==> config.mk <==
export PLATFORM = sky130hd
export DESIGN_NAME = ccd_channel_command_decoder
export DESIGN_NICKNAME = d
export VERILOG_FILES = /design/src/ccd_pkg.sv /design/src/ccd_glitch_filter.sv /design/src/ccd_channel_command_decoder.sv
export SDC_FILE = /design/constraint.sdc
export NUM_CORES = 2
export LEC_CHECK = 0
export ABC_CLOCK_PERIOD_IN_PS = 169200
export BUFFER_PORTS_ARGS = -buffer_cell sky130_fd_sc_hd__buf_4
export CAP_MARGIN = 20
export CORE_MARGIN = 2
export CORE_UTILIZATION = 45
export DETAILED_ROUTE_END_ITERATION = 8
export SETUP_SLACK_MARGIN = 0.2
export SLEW_MARGIN = 20
export SYNTH_ARGS = -nofsm -noshare
export SYNTH_HDL_FRONTEND = slang
export SYNTH_SLANG_ARGS = --single-unit
==> constraint.sdc <==
create_clock -name core_clk -period 169.2 [get_ports core_clk]
set_input_delay 33.84 -clock core_clk [delete_from_list [all_inputs] [get_ports core_clk]]
set_output_delay 33.84 -clock core_clk [all_outputs]
set_load 0.005 [all_outputs]
==> src/ccd_pkg.sv <==
// Constants and types shared by the channel command decoder
package ccd_pkg;

   // ***********************************************
   // Clock and filter timing
   // ***********************************************
   localparam int CLK_PERIOD_NS  = 10;     // Core clock period
   localparam int EN_FILTER_NS   = 2000;   // Enable glitch window
   localparam int DIR_FILTER_NS  = 10000;  // Direction glitch window
   localparam int EN_FILTER_CYC  = (EN_FILTER_NS + CLK_PERIOD_NS - 1) / CLK_PERIOD_NS;
   localparam int DIR_FILTER_CYC = (DIR_FILTER_NS + CLK_PERIOD_NS - 1) / CLK_PERIOD_NS;
   localparam logic FILT_RST     = 1'b0;   // Undriven pins read as low

   // ***********************************************
   // Analog scaling, kept as codes
   // ***********************************************
   localparam int SS_DONE_MV          = 230;    // Discharge comparator threshold
   localparam int SET_FULL_SCALE_MV   = 3125;   // Setpoint reference
   localparam logic [11:0] SET_FULL_CODE = 12'hfff;  // Code for full reference
   localparam logic [6:0]  SENSE_GAIN    = 7'h32;    // Amplifier gain of 50
   localparam int REG_RATIO_PERMILLE  = 20;     // Sense is 0.02 of setpoint

   // ***********************************************
   // Register map
   // ***********************************************
   localparam logic [7:0] CTRL_OFS     = 8'h00;  // Control
   localparam logic [7:0] STATUS_OFS   = 8'h04;  // Status
   localparam logic [7:0] SETPOINT_OFS = 8'h08;  // Setpoint level
   localparam int CTRL_SRC_BIT   = 0;            // 1: pulse setpoint source
   localparam logic CTRL_SRC_RST = 1'b0;         // Analog source after reset
   localparam int ST_EN1_BIT     = 0;
   localparam int ST_EN2_BIT     = 1;
   localparam int ST_DIRV_BIT    = 2;
   localparam int ST_BUCK_BIT    = 3;
   localparam int ST_SSREL_BIT   = 4;
   localparam int ST_ACT1_BIT    = 5;
   localparam int ST_ACT2_BIT    = 6;

   // ***********************************************
   // Soft-start timer states
   // ***********************************************
   typedef enum logic {
      SS_DISCHARGE,
      SS_RELEASED
   } ccd_ss_t;

endpackage

==> src/ccd_glitch_filter.sv <==
// Synchronising glitch filter for one slow control pin
`timescale 1ns/1ps
`default_nettype none
module ccd_glitch_filter #(
   parameter int STABLE_CYCLES = 200
) (
   input  wire logic core_clk,
   input  wire logic rst_b,
   input  wire logic raw_in,
   output logic      filt_out
);

   localparam int CW = $clog2(STABLE_CYCLES + 1);
   localparam logic [CW-1:0] CNT_LAST = CW'(STABLE_CYCLES - 1);

   // All filter state
   typedef struct packed {
      logic          meta;   // First synchroniser stage
      logic          sync;   // Second synchroniser stage
      logic [CW-1:0] cnt;    // Cycles the new level has stood
      logic          filt;   // Accepted level
   } ccd_filt_st_t;

   ccd_filt_st_t st_q;
   ccd_filt_st_t st_d;

   // Next state: accept a level only once it stood the full window
   always_comb begin
      st_d      = st_q;
      st_d.meta = raw_in;
      st_d.sync = st_q.meta;
      if (st_q.sync == st_q.filt) begin
         st_d.cnt = '0;  // Short pulse restarts the count
      end else if (st_q.cnt == CNT_LAST) begin
         st_d.filt = st_q.sync;  // Stable for whole window
         st_d.cnt  = '0;
      end else begin
         st_d.cnt = st_q.cnt + 1'b1;
      end
   end

   // State register, low level after reset
   always_ff @(posedge core_clk) begin
      if (!rst_b) begin
         st_q      <= '0;
         st_q.filt <= ccd_pkg::FILT_RST;
      end else begin
         st_q <= st_d;
      end
   end

   assign filt_out = st_q.filt;
endmodule
`default_nettype wire

==> src/ccd_channel_command_decoder.sv <==
// Channel command decoder: enables, direction, soft start, setpoint, APB slave
// Summary of operation
// - Channel two needs channel one enabled
// - Enable one high starts channel via soft start
// - Enable one low forces channel one off
// - Enable two never touches soft-start timer
// - Undriven enable pins read as low
// - Enable filter drops pulses under 2 us
// - Direction high selects buck mode
// - Direction low selects boost mode
// - Invalid direction keeps standby, channels off
// - Direction flip discharges, then restarts soft start
// - Direction filter drops pulses under 10 us
// - Sense polarity follows filtered direction
// - Setpoint from analog or pulse input
// - Pulse setpoint is duty times full reference
// - Regulate sense to 0.02 of setpoint
// - Sense amplifier gain is fifty
// - Zero crossing turns off synchronous rectifier
// - Discharge soft start until below threshold
// - Soft start low holds both channels
`timescale 1ns/1ps
`default_nettype none
module ccd_channel_command_decoder (
   input  wire logic              core_clk,
   input  wire logic              rst_b,
   // APB slave
   input  wire logic              psel,
   input  wire logic              penable,
   input  wire logic              pwrite,
   input  wire logic [7:0]        paddr,
   input  wire logic [31:0]       pwdata,
   output logic [31:0]            prdata,
   output logic                   pready,
   output logic                   pslverr,
   // Host command pins
   input  wire logic              channel_one_enable,
   input  wire logic              channel_two_enable,
   input  wire logic              dir_high_pin,
   input  wire logic              dir_low_pin,
   input  wire logic              pulse_current_setpoint,
   input  wire logic [11:0]       analog_current_setpoint,
   // Analog front end
   input  wire logic              ss_below_done,
   input  wire logic signed [7:0] sense_diff_one,
   input  wire logic signed [7:0] sense_diff_two,
   // Controls to the power stage
   output logic                   ss_pulldown,
   output logic                   buck_mode,
   output logic                   sense_invert,
   output logic                   channel_one_active,
   output logic                   channel_two_active,
   output logic [11:0]            setpoint_level,
   output logic signed [14:0]     error_one,
   output logic signed [14:0]     error_two,
   output logic                   rect_off_one,
   output logic                   rect_off_two
);

   // ***********************************************
   // State
   // ***********************************************
   typedef struct packed {
      ccd_pkg::ccd_ss_t    ss;        // Soft-start timer state
      logic                dir_lat;   // Direction of current soft start
      logic                src_pulse; // Setpoint source select
      logic [31:0]         prdata;    // Read data for access phase
      logic                pslverr;   // Error for access phase
      logic                ss_meta;   // Comparator sync stage one
      logic                ss_low;    // Soft start below threshold
      logic                p_meta;    // Pulse sync stage one
      logic                p_sync;    // Pulse sync stage two
      logic                p_prev;    // Pulse level last cycle
      logic [15:0]         hi_cnt;    // High cycles this period
      logic [15:0]         per_cnt;   // Cycles this period
      logic [11:0]         decoded;   // Last decoded duty code
      logic [11:0]         setpoint;  // Selected setpoint
      logic                act1;      // Channel one switching
      logic                act2;      // Channel two switching
      logic                buck;      // Buck mode
      logic                inv;       // Sense polarity inverted
      logic signed [14:0]  err1;      // Loop error channel one
      logic signed [14:0]  err2;      // Loop error channel two
      logic                rect1;     // Rectifier off channel one
      logic                rect2;     // Rectifier off channel two
   } ccd_st_t;

   ccd_st_t st_q;
   ccd_st_t st_d;

   // Filtered pins
   logic en1_f;
   logic en2_f;
   logic dir_hi_f;
   logic dir_lo_f;
   logic dir_valid;
   logic dir_buck;

   // ***********************************************
   // Pin filters
   // ***********************************************
   ccd_glitch_filter #(.STABLE_CYCLES(ccd_pkg::EN_FILTER_CYC)) u_en1_filt (
      .core_clk (core_clk),
      .rst_b    (rst_b),
      .raw_in   (channel_one_enable),
      .filt_out (en1_f)
   );
   ccd_glitch_filter #(.STABLE_CYCLES(ccd_pkg::EN_FILTER_CYC)) u_en2_filt (
      .core_clk (core_clk),
      .rst_b    (rst_b),
      .raw_in   (channel_two_enable),
      .filt_out (en2_f)
   );
   ccd_glitch_filter #(.STABLE_CYCLES(ccd_pkg::DIR_FILTER_CYC)) u_dirh_filt (
      .core_clk (core_clk),
      .rst_b    (rst_b),
      .raw_in   (dir_high_pin),
      .filt_out (dir_hi_f)
   );
   ccd_glitch_filter #(.STABLE_CYCLES(ccd_pkg::DIR_FILTER_CYC)) u_dirl_filt (
      .core_clk (core_clk),
      .rst_b    (rst_b),
      .raw_in   (dir_low_pin),
      .filt_out (dir_lo_f)
   );

   // Third state is neither or both comparators
   assign dir_valid = dir_hi_f ^ dir_lo_f;
   assign dir_buck  = dir_hi_f;  // Meaningful only while valid

   // ***********************************************
   // Helpers
   // ***********************************************
   // Polarity select then gain of fifty
   function automatic logic signed [13:0] amplify(input logic signed [7:0] d, input logic inv);
      logic signed [8:0]  p;
      logic signed [16:0] prod;
      p    = inv ? -9'(d) : 9'(d);
      prod = p * $signed({1'b0, ccd_pkg::SENSE_GAIN});
      return 14'(prod);
   endfunction

   // ***********************************************
   // Next state
   // ***********************************************
   always_comb begin
      logic signed [13:0] amp1;
      logic signed [13:0] amp2;
      logic [27:0]        ratio;
      logic               rise;
      amp1  = '0;
      amp2  = '0;
      ratio = '0;
      rise  = 1'b0;
      st_d  = st_q;

      // Comparator and pulse synchronisers
      st_d.ss_meta = ss_below_done;
      st_d.ss_low  = st_q.ss_meta;
      st_d.p_meta  = pulse_current_setpoint;
      st_d.p_sync  = st_q.p_meta;
      st_d.p_prev  = st_q.p_sync;

      // Soft-start timer; enable two has no say here
      unique case (st_q.ss)
         ccd_pkg::SS_DISCHARGE: begin
            // Stay on until below threshold
            if (st_q.ss_low && en1_f && dir_valid) begin
               st_d.ss      = ccd_pkg::SS_RELEASED;
               st_d.dir_lat = dir_buck;              // New direction
            end
         end
         ccd_pkg::SS_RELEASED: begin
            if (!en1_f || !dir_valid) begin
               st_d.ss = ccd_pkg::SS_DISCHARGE;
            end else if (dir_buck != st_q.dir_lat) begin
               st_d.ss = ccd_pkg::SS_DISCHARGE;  // Restart on flip
            end
         end
      endcase

      // Channel gating follows the next timer state
      st_d.act1 = (st_d.ss == ccd_pkg::SS_RELEASED) && en1_f && dir_valid;
      st_d.act2 = st_d.act1 && en2_f;
      st_d.buck = st_d.dir_lat;  // 1 buck, 0 boost
      st_d.inv  = !dir_buck;     // Boost senses the other way

      // Duty decoder over whole pulse periods
      rise = st_q.p_sync && !st_q.p_prev;
      if (rise) begin
         if (st_q.per_cnt != 16'h0000) begin
            ratio        = 28'(st_q.hi_cnt) * 28'(ccd_pkg::SET_FULL_CODE);
            st_d.decoded = 12'(ratio / 28'(st_q.per_cnt));  // Duty times full scale
         end
         st_d.per_cnt = 16'h0001;
         st_d.hi_cnt  = 16'h0001;
      end else begin
         if (st_q.per_cnt != 16'hffff) begin
            st_d.per_cnt = st_q.per_cnt + 16'h0001;
            if (st_q.p_sync) begin
               st_d.hi_cnt = st_q.hi_cnt + 16'h0001;
            end
         end
      end

      // Setpoint source select
      st_d.setpoint = st_q.src_pulse ? st_q.decoded : analog_current_setpoint;

      // Loop error: gain 50 times 0.02 makes setpoint the amplified target
      amp1      = amplify(sense_diff_one, st_q.inv);
      amp2      = amplify(sense_diff_two, st_q.inv);
      st_d.err1 = 15'($signed({1'b0, st_q.setpoint}) - 15'(amp1));
      st_d.err2 = 15'($signed({1'b0, st_q.setpoint}) - 15'(amp2));

      // Zero crossing stops the rectifier
      st_d.rect1 = st_q.act1 && (amp1 <= 14'sh0000);
      st_d.rect2 = st_q.act2 && (amp2 <= 14'sh0000);

      // APB: decode in setup, answer in access
      if (psel && !penable) begin
         st_d.prdata  = 32'h0000_0000;
         st_d.pslverr = 1'b0;
         unique case (paddr)
            ccd_pkg::CTRL_OFS: begin
               st_d.prdata[ccd_pkg::CTRL_SRC_BIT] = st_q.src_pulse;
            end
            ccd_pkg::STATUS_OFS: begin
               st_d.prdata[ccd_pkg::ST_EN1_BIT]   = en1_f;
               st_d.prdata[ccd_pkg::ST_EN2_BIT]   = en2_f;
               st_d.prdata[ccd_pkg::ST_DIRV_BIT]  = dir_valid;
               st_d.prdata[ccd_pkg::ST_BUCK_BIT]  = st_q.buck;
               st_d.prdata[ccd_pkg::ST_SSREL_BIT] = (st_q.ss == ccd_pkg::SS_RELEASED);
               st_d.prdata[ccd_pkg::ST_ACT1_BIT]  = st_q.act1;
               st_d.prdata[ccd_pkg::ST_ACT2_BIT]  = st_q.act2;
            end
            ccd_pkg::SETPOINT_OFS: begin
               st_d.prdata[11:0] = st_q.setpoint;
            end
            default: begin
               st_d.pslverr = 1'b1;  // Unmapped address
            end
         endcase
      end
      if (psel && penable && pwrite && paddr == ccd_pkg::CTRL_OFS) begin
         st_d.src_pulse = pwdata[ccd_pkg::CTRL_SRC_BIT];
      end
   end

   // ***********************************************
   // State register
   // ***********************************************
   always_ff @(posedge core_clk) begin
      if (!rst_b) begin
         st_q           <= '0;
         st_q.ss        <= ccd_pkg::SS_DISCHARGE;
         st_q.src_pulse <= ccd_pkg::CTRL_SRC_RST;
      end else begin
         st_q <= st_d;
      end
   end

   // ***********************************************
   // Outputs
   // ***********************************************
   assign pready             = 1'b1;  // Zero wait states
   assign prdata             = st_q.prdata;
   assign pslverr            = st_q.pslverr;
   assign ss_pulldown        = (st_q.ss == ccd_pkg::SS_DISCHARGE);
   assign buck_mode          = st_q.buck;
   assign sense_invert       = st_q.inv;
   assign channel_one_active = st_q.act1;
   assign channel_two_active = st_q.act2;
   assign setpoint_level     = st_q.setpoint;
   assign error_one          = st_q.err1;
   assign error_two          = st_q.err2;
   assign rect_off_one       = st_q.rect1;
   assign rect_off_two       = st_q.rect2;
endmodule
`default_nettype wire

**Word-level counts from Yosys, hierarchy flattened**

Index checks and enable logic that the tools add are counted.

- Logic and storage cells: 125
- Output and inout port bits: 83
- Input bits: 79
- Register bits after elaboration: 160

- Reductions and logical operators: 36
- Bitwise operators: 7
- Multiply operators: 3
- Div/mod/pow operators: 1
- Add/sub/neg operators: 10
- Magnitude comparators: 2
- Muxes and demuxes: 15
- Equal/unequal tests: 12

Operators by type and width:

| operator | count |
|---|---|
| 17-bit two-way mux | 2 |
| 16-bit by 1-bit adder with 16-bit output (second input constant) | 2 |
| 13-bit by 14-bit subtractor with 15-bit output | 2 |
| 28-bit by 16-bit divider with 28-bit output | 1 |
| 14-bit by 1-bit <= comparator with 1-bit output (second input constant) | 2 |
| 16-bit by 12-bit multiplier with 28-bit output (second input constant) | 1 |
| 9-bit by 6-bit multiplier with 13-bit output (second input constant) | 2 |
| 10-bit by 1-bit adder with 10-bit output (second input constant) | 2 |
| 10-bit equality test (second input constant) | 2 |
| 9-bit two-way mux | 2 |
| 8-bit negator with 9-bit output | 2 |
| 8-bit by 1-bit adder with 8-bit output (second input constant) | 2 |
| 8-bit equality test (second input constant) | 2 |
| 16-bit inequality test (second input constant) | 1 |
| 2-bit AND reduction | 8 |
| 16-bit nonzero test | 1 |
| 3-bit OR reduction | 5 |
| 1-bit logical AND | 12 |
| 12-bit two-way mux | 1 |
| 6-bit one-hot mux with 2 select lines | 1 |
| 8-bit by 3-bit equality test with 1-bit output (second input constant) | 1 |
| 8-bit by 4-bit equality test with 1-bit output (second input constant) | 1 |
| 8-bit zero test | 1 |
| 1-bit inverter | 6 |
| other kinds (12) | 24 |

**Logic depth before layout (Yosys ltp)**

- Depth after elaboration: 8
- Mapped depth: 395
- Gate-level depth less buffers: 373

**Modules after synthesis**

A second synthesis with hierarchy kept.

- Cells, all modules: 4015
- Area, all modules: 31257.5 um2

By module, submodules not included:

| module | area each (um2) | cells an instance | times used | seq. area each (um2) |
|---|---|---|---|---|
| ccd_channel_command_decoder | 29230.5 | 3801 | 1 | 2222.1 |
| ccd_glitch_filter at u_dirh_filt ... | 541.8 | 58 | 2 | 260.2 |
| ccd_glitch_filter at u_en1_filt ... | 471.7 | 49 | 2 | 220.2 |

**Worst setup path before layout**

OpenSTA, ideal clock, no wires.

- Kind: register -> register
- Start: register st_q[89] (netlist bit)
- End: register st_q[48] (netlist bit)
- Slack: 93155 ps
- Arrival time: 75925 ps
- Path buffers: 27
- Clock period less this slack: 76045 ps
- Library setup time: 120 ps
- Required time: 169080 ps
- Cell stages (with the launch flop): 373
- Path through: dfxtp_1 > inv_1 > fa_1 > inv_1 > fa_1 > fa_1 > fa_1 > inv_1 > fa_1 > inv_1 > ha_1 > a21oi_1 > o21ai_1 > a211o_1 > or3_1 > o22ai_1 > xor2_1 > ha_1 > [337 not listed] > nand2b_1 > a21oi_1 > nor2b_1 > o21ai_0 > nand2b_1 > a21oi_1 > nor2b_1 > o21ai_0 > nand2b_1 > a21oi_1 > nor2b_1 > o21ai_0 > nand2b_1 > a211oi_1 > nand4b_1 > a2111oi_0 > a31oi_1 > a211o_1

- Cells in the longest elaborated chain, start to end: 2

Ends and longest elaborated chain:

| element | RTL line | text |
|---|---|---|
| start, declared | ccd_channel_command_decoder.sv:88 | `ccd_st_t st_q;` |
| start signal, assigned | ccd_channel_command_decoder.sv:258 | `st_q <= st_d;` |
| 16-bit by 12-bit multiplier with 28-bit output | ccd_channel_command_decoder.sv:192 | `ratio = 28'(st_q.hi_cnt) * 28'(ccd_pkg::SET_FULL_CODE);` |
| 28-bit by 16-bit divider with 28-bit output | ccd_channel_command_decoder.sv:193 | `st_d.decoded = 12'(ratio / 28'(st_q.per_cnt));` |

Every way passes these cells.
A chain may end at the register's enable or synchronous reset.

**Worst setup path after layout**

Same ends and word-level chain as after synthesis.

==> implementation parameters <==
Parameter                              Value

Layout
  Synthesis-to-layout area growth ... 6.17%
  Commonest non-fill, non-tap cell in the layout ... ha_1
  Highest-count cells in the layout ignoring fill and taps ... ha_1 (483), nor2_1 (370), inv_1 (290), nand2_1 (283), a21oi_1 (238)
  Proportion of layout cells with a drive suffix above 1 ... 8.98%
  Count of inserted antenna diode cells ... 0
  Net count of the finished layout ... 4680

Place
  Number of buffers inserted by port buffering ... 109
  GP Congestion ... 0.884
  HPWL after DPL ... 64.8 mm

Critical path
  Startpoint of the lowest-slack register-to-register path ... st_q[89]
  Most common cell type on the critical path ... o21a_1
  Data arrival time at the worst-slack endpoint ... 86330 ps
  Critical Path End Type ... flip-flop
  Highest fanout seen on the critical path ... 31
  Data required time at the worst endpoint ... 169520 ps
  Crit Reg-Reg Endpoint ... st_q[48]
  Crit-path max cell delay ... 880 ps
  Setup CP Type ... flip-flop to flip-flop
  CP max stage cell ... o41ai_1
  Kind of start point of the critical path ... flip-flop
  Worst-case reg-to-reg path depth ... 359
  FF-to-FF setup slack ... 83190 ps

Yosys
  Netlist area before placement ... 31200 sq um
  Seq cells post-synth ... 159
  Post-synthesis sequential area ratio ... 10.2%
  Number of synthesized flops with an enable pin ... 0
  Post-synthesis average cell area ... 7.81 sq um
  Primary flip-flop cell chosen by synthesis mapping ... dfxtp_1
  Number of distinct library cells after synthesis ... 126
  Proportion of synthesized flip-flops having asynchronous set or reset ... 0%
  Cells after synthesis ... 3996
  Total number of yosys warnings ... 0

Floorplanning
  Total die area ... 71500 sq um
  Initial standard-cell utilization of the core ... 45.4%
  Core ar. ... 68700 sq um
  Die extent in x ... 267 um
  Die height ... 267 um
  Rows ... 96
  Count of boundary I/O pins ... 162

Clock network
  TritonCTS clock tree ... built
  Source-to-sink clock delay at the later pin of the worst-skew pair ... 460 ps
  Clock-pin slew of the registers on the worst-case setup and hold paths ... 90 ps
  Number of buffers inserted for hold repair after clock tree synthesis ... 0
  Number of H-tree levels ... 4
  Sinks on Clock Net ... 159
  Number of buffers created by CTS ... 17
  # resized after CTS ... 0
  Post-CTS setup buffer count ... 0
  Deepest clock path buffer count ... 2
  Master cell of the clock root buffer ... clkbuf_16

STA
  Fin. max-slew vios ... 0
  Slew @ Worst Pin ... 1180 ps
  Unrepaired setup endpoints after global routing ... no
  Total Negative Setup Slacks ... 0 ps
  Setup violators final ... 0
  Shortest clock period the worst path allows after layout ... 86010 ps
  Relative slew margins ... 20.1%
  Worst clock skew on the final layout ... 24.1 ps
  Fmax ... 11.6 MHz
  Final Cycle Share ... 50.8%
  Hold Violations, Final ... 0

Route
  Vias per cell ... 5.59
  Drt total wl ... 79.2 mm
  1st-pass router iterations ... 5
  DRC violation total after the first TritonRoute iteration ... 1468
  DRC ... 0
  Average wire per standard cell ... 16.0 um
  Post-route ant nets ... 0
  Overall via count from detail_route ... 27700

Hold path
  Launch instance of the worst min-delay path ... u_dirl_filt.st_d[11]
  Worst hold path endpoint ... u_dirl_filt.st_q[11]
  Hold path cells ... 1
  Worst Hold Class ... flip-flop to flip-flop

Global routing
  Wire length of the first global-routing pass ... 133 mm
  Antenna violations before repair ... 0
  Vias in the first global route ... 26400
  Grt ovf ... 0
  Largest net degree at the start of global routing ... 57
  Total GRT Usage ... 22.2%

Outcome
  Run status ... finished, final reports clean

Job
  Count of maximum capacitance violations ... 0
-- stage by stage --
| stage | hold WS (ps) | utilization, % | cells | setup slack (ps) | area, sq um |
|---|---|---|---|---|---|
| global placement | 415 | 47.4 | 4919 | 84610 | 32500 |
| finish | 437 | 48.3 | 4952 | 83190 | 33200 |
| CTS | 438 | 48.3 | 4952 | 83650 | 33200 |
| global route | 453 | 48.3 | 4952 | 75830 | 33200 |
| detailed placement | 418 | 47.4 | 4920 | 84050 | 32600 |
| floorplan | 412 | - | 4015 | 93160 | 31300 |
-- synthesized netlist by cell type, drive strengths merged (39+ instances only) --
library cell    n  area share [%]
and3           43            0.87
buf           106             2.5
inv           291             3.5
nor2b          58             1.2
o31ai          70             1.7
nand4          50             1.1
clkbuf         61            0.73
o21ai         156             2.5
xor2          114             3.2
mux2i          49             1.6
ha            483              19
or3            39            0.80
dfxtp         159              10
nand2b         52             1.0
o21a          152             3.7
xnor2         164             4.6
nand3          85             1.4
nor3          185             3.1
fa            110             7.1
nor2          376             4.6
nand2         285             3.4
and2           63             1.3
mux2           87             3.2
a21oi         242             3.9
a21o          104             2.5
-- area by class of cell --
class                           count  area, sq um
Timing Repair Buffer              141         1070
Multi-Input combinational cell   3398        26000
Clock buffer                       18          439
Clock inverter                     14          160
Inverter                          291         1090
Tap cell                          931         1160
Fill cell                        6882        35600
Sequential cell                   159         3180
-- how the worst max path moves through the flow --
| stage | from | end | slack [ps] | depth (start not counted) |
|---|---|---|---|---|
| finish | st_q[89] | st_q[48] | 83190 | 359 |
| global route | st_q[89] | st_q[48] | 75830 | 359 |
| CTS | st_q[89] | st_q[48] | 83650 | 361 |
| detailed placement | st_q[89] | st_q[48] | 84050 | 358 |
| global placement | st_q[89] | st_q[48] | 84610 | 357 |
| floorplan | st_q[89] | st_q[48] | 93160 | 372 |
-- logic make-up (layout without fill, tap and decap cells) --
group,count (synthesis),after routing,share of synthesized area (%)
fa+ha+maj,593,593,26.4
compound gates,1024,1024,22.5
other cells,2,21,0.0241
simple gates,1346,1346,21.5
buf+inv,458,464,6.70
flops,159,159,10.2
mux,136,136,4.87
xor+xnor,278,278,7.80
-- worst max-delay path, delay by kind of cell (launching register included) --
kind	cells	cell delay, ps
compound gates	212	49610
simple gates	85	17240
fa+ha+maj	34	11990
buf+inv	19	3800
mux	8	2340
flops	1	480
xor+xnor	1	170
-- sequential cells by signal, indices dropped and copies added, names as in the netlist, 3 cells and up --
| name | flops |
|---|---|
| u_dirl_filt.st_q | 11 |
| u_en2_filt.st_q | 9 |
| u_dirh_filt.st_q | 11 |
| st_q | 48 |
| u_en1_filt.st_q | 9 |
| error_one | 15 |
| st_d | 3 |
| prdata | 12 |
| error_two | 14 |
| setpoint_level | 12 |
-- metal layers --
metal,wire length (um),vias up,GRT usage (%)
met5,0,-,0
met1,40400,12800,32.5
met3,2900,52,1.18
met4,831,0,3.74
met2,35200,486,36.3
li1,-,14300,-
Power is left out: the tool's default activity adds up to more than one toggle a clock period on the data nets, which glitch-free logic cannot reach.
